--- config.mk ---
export PLATFORM = sky130hd
export DESIGN_NAME = quadrature_counter_register_set
export DESIGN_NICKNAME = d
export VERILOG_FILES = /design/src/inc/qcr_pkg.sv /design/src/logic/quadrature_counter_register_set.sv
export SDC_FILE = /design/constraint.sdc
export NUM_CORES = 1
export LEC_CHECK = 0
export BUFFER_PORTS_ARGS = -buffer_cell sky130_fd_sc_hd__buf_4
export CORE_ASPECT_RATIO = 1.25
export CORE_UTILIZATION = 32
export CTS_CLUSTER_SIZE = 20
export DETAILED_ROUTE_END_ITERATION = 6
export PLACE_DENSITY_LB_ADDON = 0.1
export SETUP_SLACK_MARGIN = 0.15
export SYNTH_ARGS = -nofsm -noshare
export SYNTH_HDL_FRONTEND = slang
export SYNTH_SLANG_ARGS = --single-unit
--- constraint.sdc ---
create_clock -name ref_clk_i -period 14.07 [get_ports ref_clk_i]
set_input_delay 1.407 -clock ref_clk_i [delete_from_list [all_inputs] [get_ports ref_clk_i]]
set_output_delay 1.407 -clock ref_clk_i [all_outputs]
set_load 0.05 [all_outputs]
--- src/inc/qcr_pkg.sv ---
// constants and carrier types for the quadrature counter register set
package qcr_pkg;

  localparam int ADDR_W = 6;

  // register byte offsets, one aligned word each
  localparam logic [5:0] OFF_STATUS     = 6'h00;
  localparam logic [5:0] OFF_POS_LOW    = 6'h04;
  localparam logic [5:0] OFF_POS_HIGH   = 6'h08;
  localparam logic [5:0] OFF_POS_STAGE  = 6'h0c;
  localparam logic [5:0] OFF_SPD_LOW    = 6'h10;
  localparam logic [5:0] OFF_SPD_HIGH   = 6'h14;
  localparam logic [5:0] OFF_SPD_STAGE  = 6'h18;
  localparam logic [5:0] OFF_INT_LOW    = 6'h1c;
  localparam logic [5:0] OFF_INT_HIGH   = 6'h20;
  localparam logic [5:0] OFF_ISTG_LOW   = 6'h24;
  localparam logic [5:0] OFF_ISTG_HIGH  = 6'h28;
  localparam logic [5:0] OFF_CONTROL    = 6'h2c;
  localparam logic [5:0] OFF_IRQ_STATUS = 6'h30;
  localparam logic [5:0] OFF_IRQ_MASK   = 6'h34;

  // event status field positions
  localparam int ST_INDEX_EN  = 0;
  localparam int ST_INDEX_FLG = 1;
  localparam int ST_HOME_EN   = 2;
  localparam int ST_HOME_FLG  = 3;
  localparam int ST_HOMING_EN = 6;
  localparam int ST_HOMING_FLG = 7;

  // interrupt pending / mask field positions
  localparam int IRQ_INDEX  = 0;
  localparam int IRQ_HOME   = 1;
  localparam int IRQ_HOMING = 2;
  localparam int IRQ_W      = 3;

  localparam int MODE_W = 3;
  localparam logic [2:0] MODE_HOME_A = 3'h3;
  localparam logic [2:0] MODE_HOME_B = 3'h4;

  localparam logic [15:0] WORD_RST = 16'h0000;
  localparam logic [1:0]  HTRANS_NONSEQ = 2'h2;
  localparam logic        HRESP_OKAY = 1'b0;

  typedef struct packed {
    logic              hsel;
    logic [ADDR_W-1:0] haddr;
    logic [1:0]        htrans;
    logic              hwrite;
    logic [2:0]        hsize;
    logic              hready;
  } ahb_req_t;

  typedef struct packed {
    logic step;
    logic dir_up;
    logic index;
    logic home;
    logic homing_done;
  } enc_evt_t;

endpackage

--- src/logic/quadrature_counter_register_set.sv ---
// quadrature counter register set with AHB-Lite slave and interrupt logic
`timescale 1ns/1ps
module quadrature_counter_register_set #(
  parameter bit SPEED_WIDE = 1'b1
) (
  input  wire logic             ref_clk_i,
  input  wire logic             rstn_i,
  input  wire qcr_pkg::ahb_req_t ahb_req_i,
  input  wire logic [31:0]      hwdata_i,
  input  wire qcr_pkg::enc_evt_t enc_evt_i,
  output logic [31:0]           hrdata_o,
  output logic                  hreadyout_o,
  output logic                  hresp_o,
  output logic                  irq_o,
  output logic [31:0]           position_count_o
);

  ////////////////////////////////////////////////////////////////////////
  // reset release
  logic rst_meta_q;
  logic rst_sync_q;
  logic rst_n;

  // assert at once, release two edges later so no flop leaves reset early
  always_ff @(posedge ref_clk_i or negedge rstn_i) begin
    if (!rstn_i) begin
      rst_meta_q <= 1'b0;
      rst_sync_q <= 1'b0;
    end else begin
      rst_meta_q <= 1'b1;
      rst_sync_q <= rst_meta_q;
    end
  end

  assign rst_n = rst_sync_q;

  ////////////////////////////////////////////////////////////////////////
  // bus address and data phase
  logic                       take;
  logic                       ap_valid_q;
  logic                       ap_write_q;
  logic [qcr_pkg::ADDR_W-1:0] ap_addr_q;
  logic                       wr_en;
  logic                       rd_en;
  logic [15:0]                wd;

  // only a selected NONSEQ with the bus ready starts a transfer
  assign take  = ahb_req_i.hsel && ahb_req_i.hready &&
                 (ahb_req_i.htrans == qcr_pkg::HTRANS_NONSEQ);
  assign wr_en = ap_valid_q && ap_write_q;
  assign rd_en = ap_valid_q && !ap_write_q;
  // registers are 16 bits wide; upper write data is ignored
  assign wd    = hwdata_i[15:0];

  function automatic logic hit(input logic en,
                               input logic [5:0] a,
                               input logic [5:0] off);
    hit = en && (a == off);
  endfunction

  // the address phase is captured only while the bus is ready
  always_ff @(posedge ref_clk_i or negedge rst_n) begin
    if (!rst_n) begin
      ap_valid_q <= 1'b0;
      ap_write_q <= 1'b0;
      ap_addr_q  <= '0;
    end else begin
      if (ahb_req_i.hready) begin
        ap_valid_q <= take;
        ap_write_q <= ahb_req_i.hwrite;
        ap_addr_q  <= {ahb_req_i.haddr[5:2], 2'b00};
      end else begin
        ap_valid_q <= ap_valid_q && ap_write_q;
      end
      if (rd_en) begin
        ap_valid_q <= 1'b0;
      end
    end
  end

  // reads insert one wait cycle so a preceding write has landed
  always_ff @(posedge ref_clk_i or negedge rst_n) begin
    if (!rst_n) begin
      hreadyout_o <= 1'b1;
    end else if (take && !ahb_req_i.hwrite) begin
      hreadyout_o <= 1'b0;
    end else begin
      hreadyout_o <= 1'b1;
    end
  end

  // every transfer ends with an okay response
  always_ff @(posedge ref_clk_i or negedge rst_n) begin
    if (!rst_n) begin
      hresp_o <= qcr_pkg::HRESP_OKAY;
    end else begin
      hresp_o <= qcr_pkg::HRESP_OKAY;
    end
  end

  ////////////////////////////////////////////////////////////////////////
  // control and event status
  logic [qcr_pkg::MODE_W-1:0] mode_q;
  logic index_en_q;
  logic home_en_q;
  logic homing_en_q;
  logic index_flg_q;
  logic home_flg_q;
  logic homing_flg_q;
  logic homing_ev;
  logic st_wr;

  assign st_wr = hit(wr_en, ap_addr_q, qcr_pkg::OFF_STATUS);
  // homing completion counts only in the two homing modes
  assign homing_ev = enc_evt_i.homing_done &&
                     ((mode_q == qcr_pkg::MODE_HOME_A) ||
                      (mode_q == qcr_pkg::MODE_HOME_B));

  // control keeps only the position init mode field
  always_ff @(posedge ref_clk_i or negedge rst_n) begin
    if (!rst_n) begin
      mode_q <= '0;
    end else if (hit(wr_en, ap_addr_q, qcr_pkg::OFF_CONTROL)) begin
      mode_q <= wd[qcr_pkg::MODE_W-1:0];
    end
  end

  always_ff @(posedge ref_clk_i or negedge rst_n) begin
    if (!rst_n) begin
      index_en_q  <= 1'b0;
      home_en_q   <= 1'b0;
      homing_en_q <= 1'b0;
    end else if (st_wr) begin
      index_en_q  <= wd[qcr_pkg::ST_INDEX_EN];
      home_en_q   <= wd[qcr_pkg::ST_HOME_EN];
      homing_en_q <= wd[qcr_pkg::ST_HOMING_EN];
    end
  end

  // a flag clears when software writes zero to it; a new event wins
  always_ff @(posedge ref_clk_i or negedge rst_n) begin
    if (!rst_n) begin
      index_flg_q  <= 1'b0;
      home_flg_q   <= 1'b0;
      homing_flg_q <= 1'b0;
    end else begin
      if (enc_evt_i.index) begin
        index_flg_q <= 1'b1;
      end else if (st_wr && !wd[qcr_pkg::ST_INDEX_FLG]) begin
        index_flg_q <= 1'b0;
      end
      if (enc_evt_i.home) begin
        home_flg_q <= 1'b1;
      end else if (st_wr && !wd[qcr_pkg::ST_HOME_FLG]) begin
        home_flg_q <= 1'b0;
      end
      if (homing_ev) begin
        homing_flg_q <= 1'b1;
      end else if (st_wr && !wd[qcr_pkg::ST_HOMING_FLG]) begin
        homing_flg_q <= 1'b0;
      end
    end
  end

  ////////////////////////////////////////////////////////////////////////
  // interrupt pending, mask and line
  logic [qcr_pkg::IRQ_W-1:0] pend_q;
  logic [qcr_pkg::IRQ_W-1:0] pend_set;
  logic [qcr_pkg::IRQ_W-1:0] pend_d;
  logic [qcr_pkg::IRQ_W-1:0] mask_q;
  logic                      pend_rd;

  assign pend_rd = hit(rd_en, ap_addr_q, qcr_pkg::OFF_IRQ_STATUS);

  // a read clears pending; an event in the same cycle wins
  always_comb begin
    pend_set = '0;
    pend_set[qcr_pkg::IRQ_INDEX]  = enc_evt_i.index && index_en_q;
    pend_set[qcr_pkg::IRQ_HOME]   = enc_evt_i.home && home_en_q;
    pend_set[qcr_pkg::IRQ_HOMING] = homing_ev && homing_en_q;
    pend_d = pend_q;
    if (pend_rd) begin
      pend_d = '0;
    end
    pend_d = pend_d | pend_set;
  end

  always_ff @(posedge ref_clk_i or negedge rst_n) begin
    if (!rst_n) begin
      pend_q <= '0;
    end else begin
      pend_q <= pend_d;
    end
  end

  always_ff @(posedge ref_clk_i or negedge rst_n) begin
    if (!rst_n) begin
      mask_q <= '0;
    end else if (hit(wr_en, ap_addr_q, qcr_pkg::OFF_IRQ_MASK)) begin
      mask_q <= hwdata_i[qcr_pkg::IRQ_W-1:0];
    end
  end

  // the next pending value is used so irq moves with pending
  always_ff @(posedge ref_clk_i or negedge rst_n) begin
    if (!rst_n) begin
      irq_o <= 1'b0;
    end else begin
      irq_o <= |(pend_d & mask_q);
    end
  end

  ////////////////////////////////////////////////////////////////////////
  // position counter and staging
  logic [31:0] pos_q;
  logic [15:0] pos_stage_q;
  logic        pos_lo_rd;

  assign pos_lo_rd = hit(rd_en, ap_addr_q, qcr_pkg::OFF_POS_LOW);

  // a bus write wins over a step in the same cycle
  always_ff @(posedge ref_clk_i or negedge rst_n) begin
    if (!rst_n) begin
      pos_q <= '0;
    end else if (hit(wr_en, ap_addr_q, qcr_pkg::OFF_POS_LOW)) begin
      pos_q <= {pos_stage_q, wd};
    end else if (hit(wr_en, ap_addr_q, qcr_pkg::OFF_POS_HIGH)) begin
      pos_q[31:16] <= wd;
    end else if (enc_evt_i.step) begin
      pos_q <= enc_evt_i.dir_up ? pos_q + 32'h1 : pos_q - 32'h1;
    end
  end

  always_ff @(posedge ref_clk_i or negedge rst_n) begin
    if (!rst_n) begin
      pos_stage_q <= qcr_pkg::WORD_RST;
    end else if (pos_lo_rd) begin
      pos_stage_q <= pos_q[31:16];
    end else if (hit(wr_en, ap_addr_q, qcr_pkg::OFF_POS_STAGE)) begin
      pos_stage_q <= wd;
    end
  end

  // registered copy of the counter, one cycle behind
  always_ff @(posedge ref_clk_i or negedge rst_n) begin
    if (!rst_n) begin
      position_count_o <= '0;
    end else begin
      position_count_o <= pos_q;
    end
  end

  ////////////////////////////////////////////////////////////////////////
  // speed counter; upper half only when the wide variant is built
  logic [31:0] spd_q;
  logic [15:0] spd_stage_q;
  logic [15:0] spd_hi_mask;
  logic        spd_lo_rd;

  assign spd_hi_mask = SPEED_WIDE ? 16'hffff : 16'h0000;
  assign spd_lo_rd   = hit(rd_en, ap_addr_q, qcr_pkg::OFF_SPD_LOW);

  // as for position, a bus write wins over a step
  always_ff @(posedge ref_clk_i or negedge rst_n) begin
    if (!rst_n) begin
      spd_q <= '0;
    end else if (hit(wr_en, ap_addr_q, qcr_pkg::OFF_SPD_LOW)) begin
      spd_q <= {spd_stage_q & spd_hi_mask, wd};
    end else if (hit(wr_en, ap_addr_q, qcr_pkg::OFF_SPD_HIGH)) begin
      spd_q[31:16] <= wd & spd_hi_mask;
    end else if (enc_evt_i.step) begin
      spd_q <= enc_evt_i.dir_up ? spd_q + 32'h1 : spd_q - 32'h1;
    end
  end

  always_ff @(posedge ref_clk_i or negedge rst_n) begin
    if (!rst_n) begin
      spd_stage_q <= qcr_pkg::WORD_RST;
    end else if (spd_lo_rd) begin
      spd_stage_q <= spd_q[31:16] & spd_hi_mask;
    end else if (hit(wr_en, ap_addr_q, qcr_pkg::OFF_SPD_STAGE)) begin
      spd_stage_q <= wd & spd_hi_mask;
    end
  end

  ////////////////////////////////////////////////////////////////////////
  // interval timer: counts clocks between steps, captured on each step
  logic [31:0] itmr_q;
  logic [31:0] istg_q;

  // a bus write wins over the running count
  always_ff @(posedge ref_clk_i or negedge rst_n) begin
    if (!rst_n) begin
      itmr_q <= '0;
    end else if (hit(wr_en, ap_addr_q, qcr_pkg::OFF_INT_LOW)) begin
      itmr_q[15:0] <= wd;
    end else if (hit(wr_en, ap_addr_q, qcr_pkg::OFF_INT_HIGH)) begin
      itmr_q[31:16] <= wd;
    end else if (enc_evt_i.step) begin
      itmr_q <= '0;
    end else begin
      itmr_q <= itmr_q + 32'h1;
    end
  end

  // a step captures the elapsed interval into staging
  always_ff @(posedge ref_clk_i or negedge rst_n) begin
    if (!rst_n) begin
      istg_q <= '0;
    end else if (hit(wr_en, ap_addr_q, qcr_pkg::OFF_ISTG_LOW)) begin
      istg_q[15:0] <= wd;
    end else if (hit(wr_en, ap_addr_q, qcr_pkg::OFF_ISTG_HIGH)) begin
      istg_q[31:16] <= wd;
    end else if (enc_evt_i.step) begin
      istg_q <= itmr_q;
    end
  end

  ////////////////////////////////////////////////////////////////////////
  // read data
  logic [15:0] rd_word;

  // registers sit in the low half; the upper half reads zero
  always_comb begin
    rd_word = 16'h0000;
    case (ap_addr_q)
      qcr_pkg::OFF_STATUS: begin
        rd_word[qcr_pkg::ST_INDEX_EN]   = index_en_q;
        rd_word[qcr_pkg::ST_INDEX_FLG]  = index_flg_q;
        rd_word[qcr_pkg::ST_HOME_EN]    = home_en_q;
        rd_word[qcr_pkg::ST_HOME_FLG]   = home_flg_q;
        rd_word[qcr_pkg::ST_HOMING_EN]  = homing_en_q;
        rd_word[qcr_pkg::ST_HOMING_FLG] = homing_flg_q;
      end
      qcr_pkg::OFF_POS_LOW:    rd_word = pos_q[15:0];
      qcr_pkg::OFF_POS_HIGH:   rd_word = pos_q[31:16];
      qcr_pkg::OFF_POS_STAGE:  rd_word = pos_stage_q;
      qcr_pkg::OFF_SPD_LOW:    rd_word = spd_q[15:0];
      qcr_pkg::OFF_SPD_HIGH:   rd_word = spd_q[31:16] & spd_hi_mask;
      qcr_pkg::OFF_SPD_STAGE:  rd_word = spd_stage_q;
      qcr_pkg::OFF_INT_LOW:    rd_word = itmr_q[15:0];
      qcr_pkg::OFF_INT_HIGH:   rd_word = itmr_q[31:16];
      qcr_pkg::OFF_ISTG_LOW:   rd_word = istg_q[15:0];
      qcr_pkg::OFF_ISTG_HIGH:  rd_word = istg_q[31:16];
      qcr_pkg::OFF_CONTROL:    rd_word = {13'h0000, mode_q};
      qcr_pkg::OFF_IRQ_STATUS: rd_word = {13'h0000, pend_q};
      qcr_pkg::OFF_IRQ_MASK:   rd_word = {13'h0000, mask_q};
      default:                 rd_word = 16'h0000;
    endcase
  end

  always_ff @(posedge ref_clk_i or negedge rst_n) begin
    if (!rst_n) begin
      hrdata_o <= '0;
    end else if (rd_en) begin
      hrdata_o <= {16'h0000, rd_word};
    end
  end

endmodule

== Word level (Yosys, flattened, before mapping) ==
Cells that the tools add are included.

* Output and inout bits: 67
* Logic and storage cells: 143
* ROM bits: 0
* Register bits: 233
* Latch bits: 0
* Input port bits: 53
* Memory bits (writable): 0
* Memories kept: 0

* $lt $le $gt $ge: 0
* Divide/modulo/power cells: 0
* Add/sub/neg operators: 5
* Muxes and demuxes: 36
* Eq/ne operators: 20
* $mul: 0
* Shift operators: 0
* Bitwise gates (word level): 3
* Reductions and logical operators: 51

{| class="wikitable"
|+ Operators with widths
! kind !! count
|-
| 32-bit 2-to-1 mux || 8
|-
| 16-bit 2-to-1 mux || 14
|-
| 32-bit by 1-bit adder with 32-bit output (second input constant) || 3
|-
| 8-bit one-hot mux with 10 select lines || 1
|-
| 32-bit by 1-bit subtractor with 32-bit output (second input constant) || 2
|-
| 4-bit one-hot mux with 14 select lines || 1
|-
| 1-bit logical AND || 28
|-
| 4-bit == test (second input constant) || 6
|-
| 2-bit one-hot mux with 11 select lines || 1
|-
| 2-bit one-hot mux with 10 select lines || 1
|-
| 2-bit nonzero test || 9
|-
| 4-bit by 3-bit == test with 1-bit output (second input constant) || 4
|-
| 1-bit 2-to-1 mux || 9
|-
| 4-bit by 2-bit == test with 1-bit output (second input constant) || 2
|-
| 2-bit != test (second input constant) || 4
|-
| 2-bit AND reduction || 4
|-
| 6-bit zero test || 1
|-
| 3-bit nonzero test || 2
|-
| 1-bit zero test || 5
|-
| 4-bit by 1-bit == test with 1-bit output (second input constant) || 1
|-
| 3-bit AND || 1
|-
| 3-bit by 2-bit == test with 1-bit output (second input constant) || 1
|-
| 3-bit == test (second input constant) || 1
|-
| 3-bit 2-to-1 mux || 1
|-
| 5 further kinds || 5
|}

== Logic depth before layout (Yosys ltp) ==
Gate-level depths: netlist (run 1).

* Depth in word-level cells: 7
* Gate-level depth with buffers: 12
* Depth with buffers taken out: 11

== Worst setup path after synthesis (run 1) ==
OpenSTA, ideal clock, no wires.

* Path type: input -> register
* Start point: input enc_evt_i[3] in the netlist's numbering
* End point: register pos_q[31]
* Data required time: 13.934 ns
* Path slack: 9.124 ns
* Arrival time: 4.811 ns
* Stages on the path: 11
* Setup time: 0.136 ns
* Buffers on the path: 0
* Path through: inv_1 -> ha_1 -> a2111oi_0 -> a21oi_1 -> a311oi_2 -> o21ai_2 -> a211oi_2 -> o21ai_2 -> a31o_1 -> a2111oi_2 -> a311oi_1

* Word-level cells in the longest chain between the ends: 4

{| class="wikitable"
|+ Ends and longest elaborated chain
! item !! RTL line !! text
|-
| start, declared || quadrature_counter_register_set.sv:10 || <nowiki>input wire qcr_pkg::enc_evt_t enc_evt_i,</nowiki>
|-
| 32-bit 2-to-1 mux || quadrature_counter_register_set.sv:230 || <nowiki>pos_q <= enc_evt_i.dir_up ? pos_q + 32'h1 : pos_q - 32'h1;</nowiki>
|-
| 32-bit 2-to-1 mux || quadrature_counter_register_set.sv:229 || <nowiki>end else if (enc_evt_i.step) begin</nowiki>
|-
| 16-bit 2-to-1 mux || quadrature_counter_register_set.sv:227 || <nowiki>end else if (hit(wr_en, ap_addr_q, qcr_pkg::OFF_POS_HIGH)) begin</nowiki>
|-
| 32-bit 2-to-1 mux || quadrature_counter_register_set.sv:225 || <nowiki>end else if (hit(wr_en, ap_addr_q, qcr_pkg::OFF_POS_LOW)) begin</nowiki>
|-
| end signal, assigned || quadrature_counter_register_set.sv:226 || <nowiki>pos_q <= {pos_stage_q, wd};</nowiki>
|-
| end signal, assigned || quadrature_counter_register_set.sv:228 || <nowiki>pos_q[31:16] <= wd;</nowiki>
|-
| end signal, assigned || quadrature_counter_register_set.sv:230 ||
|-
| end, declared || quadrature_counter_register_set.sv:215 || <nowiki>logic [31:0] pos_q;</nowiki>
|}

No other way between the ends. The select of a mux whose other input is x is not followed.
A chain may end at the register's enable or synchronous reset.

== Worst setup path after layout (run 1) ==
* Start point: input enc_evt_i[3] in the netlist's numbering
* End point: register pos_q[22]

The elaborated chain is that of the path after synthesis.

==> impl_metrics.tcl, run 1 <==
set metrics [dict create \
    coreArea_um2 45300 \
    layout_common_cells "231 x dfrtp_1, 183 x nand2_1, 183 x o21ai_0" \
    r2r_start "pos_q[0]" \
    routed_wl_um 58300 \
    antenna_found_initial 1 \
    initial_utilization_pct 32.5 \
    grt_max_degree 72 \
    drv_cap 0 \
    gp_congestion 0.878 \
    vias_per_cell 5.89 \
    multiInputGateArea_um2 8380 \
    netlist_top_cells_area "dfrtp_1 39%, o21ai_0 6.2%, ha_1 5.2%" \
    cts_hold_repair.buffers 0 \
    layout_commonest_cell "dfrtp_1" \
    grt_pass1_wl_um 87900 \
    die-area_um2 46900 \
    tritoncts "done" \
    dpl.hpwl_um 42400 \
    peakVddDrop_uv 67.4 \
    setup_viol 0 \
    yosys.area.top_type "dfrtp_1" \
    fmax_ghz 0.193 \
    finClkSkew_ps 12.3 \
    synth_cells 1673 \
    worstSkewPairLatency_ps 570 \
    p_leak_nw 7.09 \
    synthArstFlopShare_pct 100 \
    relSlewSlack_pct 21.2 \
    cts-root-buf "clkbuf_16" \
    num-nets-final 1833 \
    post_cts_buffers 0 \
    hold_class "reg2async" \
    worst_slack_ps 8900 \
    cp_max_fo 31 \
    timing.rr.end "pos_q[26]" \
    crit_start "enc_evt_i[3]" \
    fill_cells 4666 \
    pre_cts_ws_ps 8340 \
    die_w_um 194 \
    grt_setup_unrepaired "no" \
    cp_data_arrival_time_ps 5610 \
    start_kind "input port" \
    grt.total_usage_pct 24.7 \
    synth.avg_cell_area_um2 8.80 \
    die_y_um 242 \
    regToRegSetupSlack_ps 10480 \
    worstSetupPathType "in2reg" \
    endpoint "pos_q[22]" \
    post-route-period-util_pct 36.8 \
    grt_pass1_vias 13571 \
    hold_ws_ps 345 \
    htreeDepth 1 \
    synth-seq-cells 233 \
    pin_count 120 \
    ys.warnings.count 0 \
    synth_edf_count 0 \
    portBuffers 81 \
    synth_cell_types 83 \
    register_area_um2 5840 \
    antenna_left 0 \
    finalHoldViolCount 0 \
    numCtsBuffers 28 \
    area_growth_pct 15.1 \
    routedWlPerCell_um 25.2 \
    yosysSeqAreaShare_pct 39.6 \
    num_rows 87 \
    clock_path_buffers 3 \
    clock-sinks 233 \
    grt-ovfl-total 0 \
    synth.top_cell.area_share_pct 39.5 \
    worstMarginPinSlew_ps 1180 \
    synth_ff_type "dfrtp_1" \
    timing.final.max_slew_violations 0 \
    p_per_area_nw_per_um2 210 \
    post-route-drc-count 0 \
    finalSetupTns_ps 0 \
    post_cts_resized 0 \
    period_needed_ps 5170 \
    critPathCaptureType "register" \
    status "complete, no violations" \
    firstDrtPassIters 6 \
    netlist_area_um2 14700 \
    clkTransAtPathRegs_ps 60 \
    drt_iter0_markers 1068 \
    num_vias 13645 \
    layout-drive-gt1-share_pct 12.3 \
    rr_worst_depth 11 \
    required_ps 14510 \
]
==> layer usage <==
metal  GRT usage, %  vias up  part of all wire (%)
met5              0        -                     0
met4           10.4        0                   3.7
met3           2.55      106                   5.1
met2           43.0      466                    50
met1           31.0     6769                    42
li1               -     6304                     -
==> cell type report <==
class	instances	area share [%]
multi-input combinational	1305	49.5
sequential	233	34.5
timing repair buffer	116	5.14
clock buffer	35	4.66
tap	578	4.27
clock inverter	16	1.24
inverter	33	0.732
antenna	1	0.0148
==> stage by stage <==
stage | area (µm²) | power, mW | cells | utilization, %
after floorplan | 14800 | 2.20 | 1689 | -
after global placement | 15900 | 2.74 | 2265 | 35.2
after detailed placement | 15900 | 2.75 | 2265 | 35.2
after CTS | 16900 | 3.57 | 2316 | 37.4
after global routing | 16900 | 3.77 | 2316 | 37.4
final | 16900 | 3.56 | 2317 | 37.4
==> power by group <==
group,switching (mW),internal [mW]
registers,0.306,0.889
clock network,0.318,0.486
logic,0.972,0.588
total,1.60,1.96
==> state kept, by name (all words and copies together), names as in the netlist, 3 cells and up <==
name / cells
pend_q: 3
istg_q: 32
spd_q: 32
position_count_o: 32
pos_q: 32
itmr_q: 32
hrdata_o: 16
mask_q: 3
ap_addr_q: 4
spd_stage_q: 16
pos_stage_q: 16
mode_q: 3
==> critical path: stages <==
cell	delay, ps
buf_4	200
inv_2	530
buf_4	500
ha_1	350
nor2b_2	190
o31ai_1	350
a211oi_1	190
o41ai_1	570
a21oi_1	210
o21a_1	350
a21oi_1	300
xor2_1	290
o22ai_1	130
==> synthesized netlist by cell type, types with 5 or more instances <==
cell and n:
mux2i_1 66, nand2b_1 14, a211oi_1 20, a21o_1 31, nor2b_1 14, a31oi_1 25, nor3b_1 5, ha_1 61
xnor2_1 21, nor3_1 42, mux2_2 13, or3_1 8, buf_1 5, clkbuf_1 90, a21oi_1 109, nor2_1 115
nor4_1 9, nand3b_1 6, nand4_1 22, buf_2 5, buf_4 17, nand3_1 36, a41oi_1 5, a221oi_1 19
and2_1 8, inv_1 32, o21ai_0 183, xor2_1 22, o21a_1 11, o31ai_1 6, o22ai_1 29, nand2_1 183
a22o_1 26, a22oi_1 73, and3_1 19, dfrtp_1 232, o21bai_1 9, a21boi_0 5
==> how the worst min path moves through the flow <==
stage / from / endpoint / slack, ps / cells after the start
2_1_floorplan: rst_meta_q / rst_n / 330 / 0
3_3_place_gp: rst_meta_q / rst_n / 340 / 0
3_5_place_dp: rst_meta_q / rst_n / 340 / 0
4_1_cts: rst_meta_q / rst_n / 350 / 0
5_1_grt: rst_meta_q / rst_n / 360 / 0
6_report: rst_n / spd_q[7] / 350 / 0
==> cells by family (layout without fill, tap and decap cells) <==
family	count (synthesis)	in the layout	share of synthesized area (%)
AOI/OAI and AO/OA	604	604	26.6
adders and majority gates	63	63	5.46
DFF	233	233	39.6
and+or+nand+nor	498	498	15.9
muxes	79	79	5.48
other	2	19	0.0510
xor gates and xnor gates	43	43	2.56
buffers and inverters	151	200	4.34
Power figures use the tool's default switching activity.
==> inputs of run 2 (changes only) <==
--- a/config.mk
+++ b/config.mk
@@ -5,6 +5,7 @@
 export SDC_FILE = /design/constraint.sdc
 export NUM_CORES = 1
 export LEC_CHECK = 0
+export ABC_AREA = 1
 export BUFFER_PORTS_ARGS = -buffer_cell sky130_fd_sc_hd__buf_4
 export CORE_ASPECT_RATIO = 1.25
 export CORE_UTILIZATION = 32
==> constraint.sdc (replaced) <==
create_clock -name ref_clk_i -period 5.3 [get_ports ref_clk_i]
set_input_delay 0.53 -clock ref_clk_i [delete_from_list [all_inputs] [get_ports ref_clk_i]]
set_output_delay 0.53 -clock ref_clk_i [all_outputs]
set_load 0.05 [all_outputs]
==> impl_metrics.tcl, run 2 <==
set metrics [dict create \
    status "finished, violations left" \
    violations "DRC" \
    cpLargestDelayFamily "simple AND/OR/NAND/NOR gates" \
    yosys.area.top_type "dfrtp_1" \
    htreeDepth 1 \
    grt_max_degree 162 \
    clkTransAtPathRegs_ps 60 \
    synth_cells 2528 \
    area_growth_pct 13.4 \
    die-area_um2 53300 \
    cts-root-buf "clkbuf_16" \
    routedWlPerCell_um 22.0 \
    grt-ovfl-total 0 \
    start_kind "register" \
    rr_worst_depth 8 \
    p_leak_nw 9.96 \
    grt_pass1_wl_um 107000 \
    antenna_found_initial 1 \
    n_antenna_cell 0 \
    cp_max_fo 17 \
    grt_pass1_vias 16572 \
    hold_class "in2reg" \
    holdPathStages 2 \
    die_w_um 207 \
    ys.warnings.count 0 \
    drt_iter0_markers 1406 \
    dpl.hpwl_um 54900 \
    timing.final.max_slew_violations 0 \
    finClkSkew_ps 42.3 \
    setup_viol 0 \
    gp_congestion 0.942 \
    worst_path_most_repeated_cell "nand2_1" \
    fmax_ghz 0.317 \
    post-route-period-util_pct 59.4 \
    synthArstFlopShare_pct 100 \
    p_per_area_nw_per_um2 541 \
    crit_slowest_cell "a221oi_1" \
    place_area_um2 17900 \
    synth.most_common_cell "nand2_1" \
    synth.top_cell.area_share_pct 34.7 \
    synth.avg_cell_area_um2 6.63 \
    power_mw 10.3 \
    peakVddDrop_uv 234 \
    synth_edf_count 0 \
    finish.utilization_pct 36.8 \
    finalSetupTns_ps 0 \
    worstSetupPathType "reg2reg" \
    antenna_left 0 \
    netlist_area_um2 16800 \
    layout-drive-gt1-share_pct 7.41 \
    tritoncts "done" \
    firstDrtPassIters 7 \
    yosys-top-cells-count "858 x nand2_1, 412 x inv_1, 232 x dfrtp_1, 170 x nor2_1, 156 x o21ai_0" \
    layout_common_cells "858 x nand2_1, 411 x inv_1, 231 x dfrtp_1" \
    finalHoldViolCount 0 \
    layout_commonest_cell "nand2_1" \
    portBuffers 81 \
    crit_cells 8 \
    netlist_top_cells_area "dfrtp_1 35%, nand2_1 19%, inv_1 9.2%" \
    num-nets-final 2700 \
    synth_cell_types 49 \
    num_rows 93 \
    critPathCaptureType "register" \
    worstSkewPairLatency_ps 600 \
    relSlewSlack_pct 26.0 \
    die_y_um 258 \
    num_vias 17047 \
    routed_wl_um 71800 \
    grt_setup_unrepaired "no" \
    stdcell_area_um2 19000 \
    numCtsBuffers 28 \
    post_cts_resized 0 \
    clock-sinks 233 \
    grt.total_usage_pct 27.1 \
    path_buf_inv 2 \
    synth_ff_type "dfrtp_1" \
    synth-seq-cells 233 \
    drv_cap 0 \
    coreArea_um2 51700 \
    vias_per_cell 5.21 \
    period_needed_ps 3150 \
    clock_path_buffers 3 \
    worstMarginPinSlew_ps 1110 \
    cpPeakStageDelay_ps 990 \
    cp_data_arrival_time_ps 3640 \
    yosysSeqAreaShare_pct 34.8 \
    pin_count 120 \
    hold_ws_ps 134 \
    post-route-drc-count 8 \
    required_ps 5790 \
    path_cells "inv_2 > nor2_4 > nand2_1 > inv_1 > a221oi_1 > nand4_1 > nand2_1 > nand2_1" \
    fill_cells 5638 \
    initial_utilization_pct 32.4 \
]
[run 2: repair_timing]
| item | CTS | global route |
|---|---|---|
| endpoints found under the setup margin | 0 | 0 |
| hold buffers | 1 | 0 |
| setup buffers | 0 | 0 |
| endpoints found under the hold margin | 2 | 0 |
[run 2: final cells by class]
cell class	instances	area (µm²)	share of cell area, %
Clock buffer	37	805	4.23
Clock inverter	14	258	1.36
Inverter	431	1620	8.51
Multi-Input combinational cell	1798	8950	47.1
Sequential cell	233	5840	30.7
Tap cell	665	832	4.38
Timing Repair Buffer	92	706	3.71
[run 2: per-layer routing]
metal | track usage (%) | vias to the layer above | wire length (µm)
met1 | 35.0 | 8177 | 30700
met5 | 0 | - | 12
met3 | 2.62 | 131 | 3360
met4 | 11.0 | 2 | 3080
li1 | - | 8226 | -
met2 | 45.9 | 511 | 34600
[run 2: worst paths after layout]
path                              start                   to  slack (ps)
max                        ap_addr_q[2]          hrdata_o[9]        2150
min                        ahb_req_i[4]          hreadyout_o         130
max reg2reg                ap_addr_q[2]          hrdata_o[9]        2150
min reg2reg                       rst_n         ap_addr_q[4]         240
max in group asynchronous         rst_n  position_count_o[5]        3780
min in group asynchronous        rstn_i                rst_n         240
[run 2: power by group]
group          internal (mW)  switching, mW
clock network           1.36          0.863
registers               2.35          0.748
logic                   1.58           3.37
[run 2: cell families after synthesis]
logic type / count (synthesis) / share of synthesized area (%)
adders and majority gates: 63 / 4.79
buffers and inverters: 513 / 12.2
other: 2 / 0.0448
xor gates and xnor gates: 30 / 1.57
AOI/OAI and AO/OA: 433 / 15.9
DFF: 233 / 34.8
muxes: 1 / 0.0672
and+or+nand+nor: 1253 / 30.7
[run 2: metrics by stage]
step,worst slack (ps),instances
5_1_grt,2020,3270
3_5_place_dp,1960,3218
2_1_floorplan,1470,2544
3_3_place_gp,1990,3218
6_report,2150,3270
4_1_cts,2230,3270
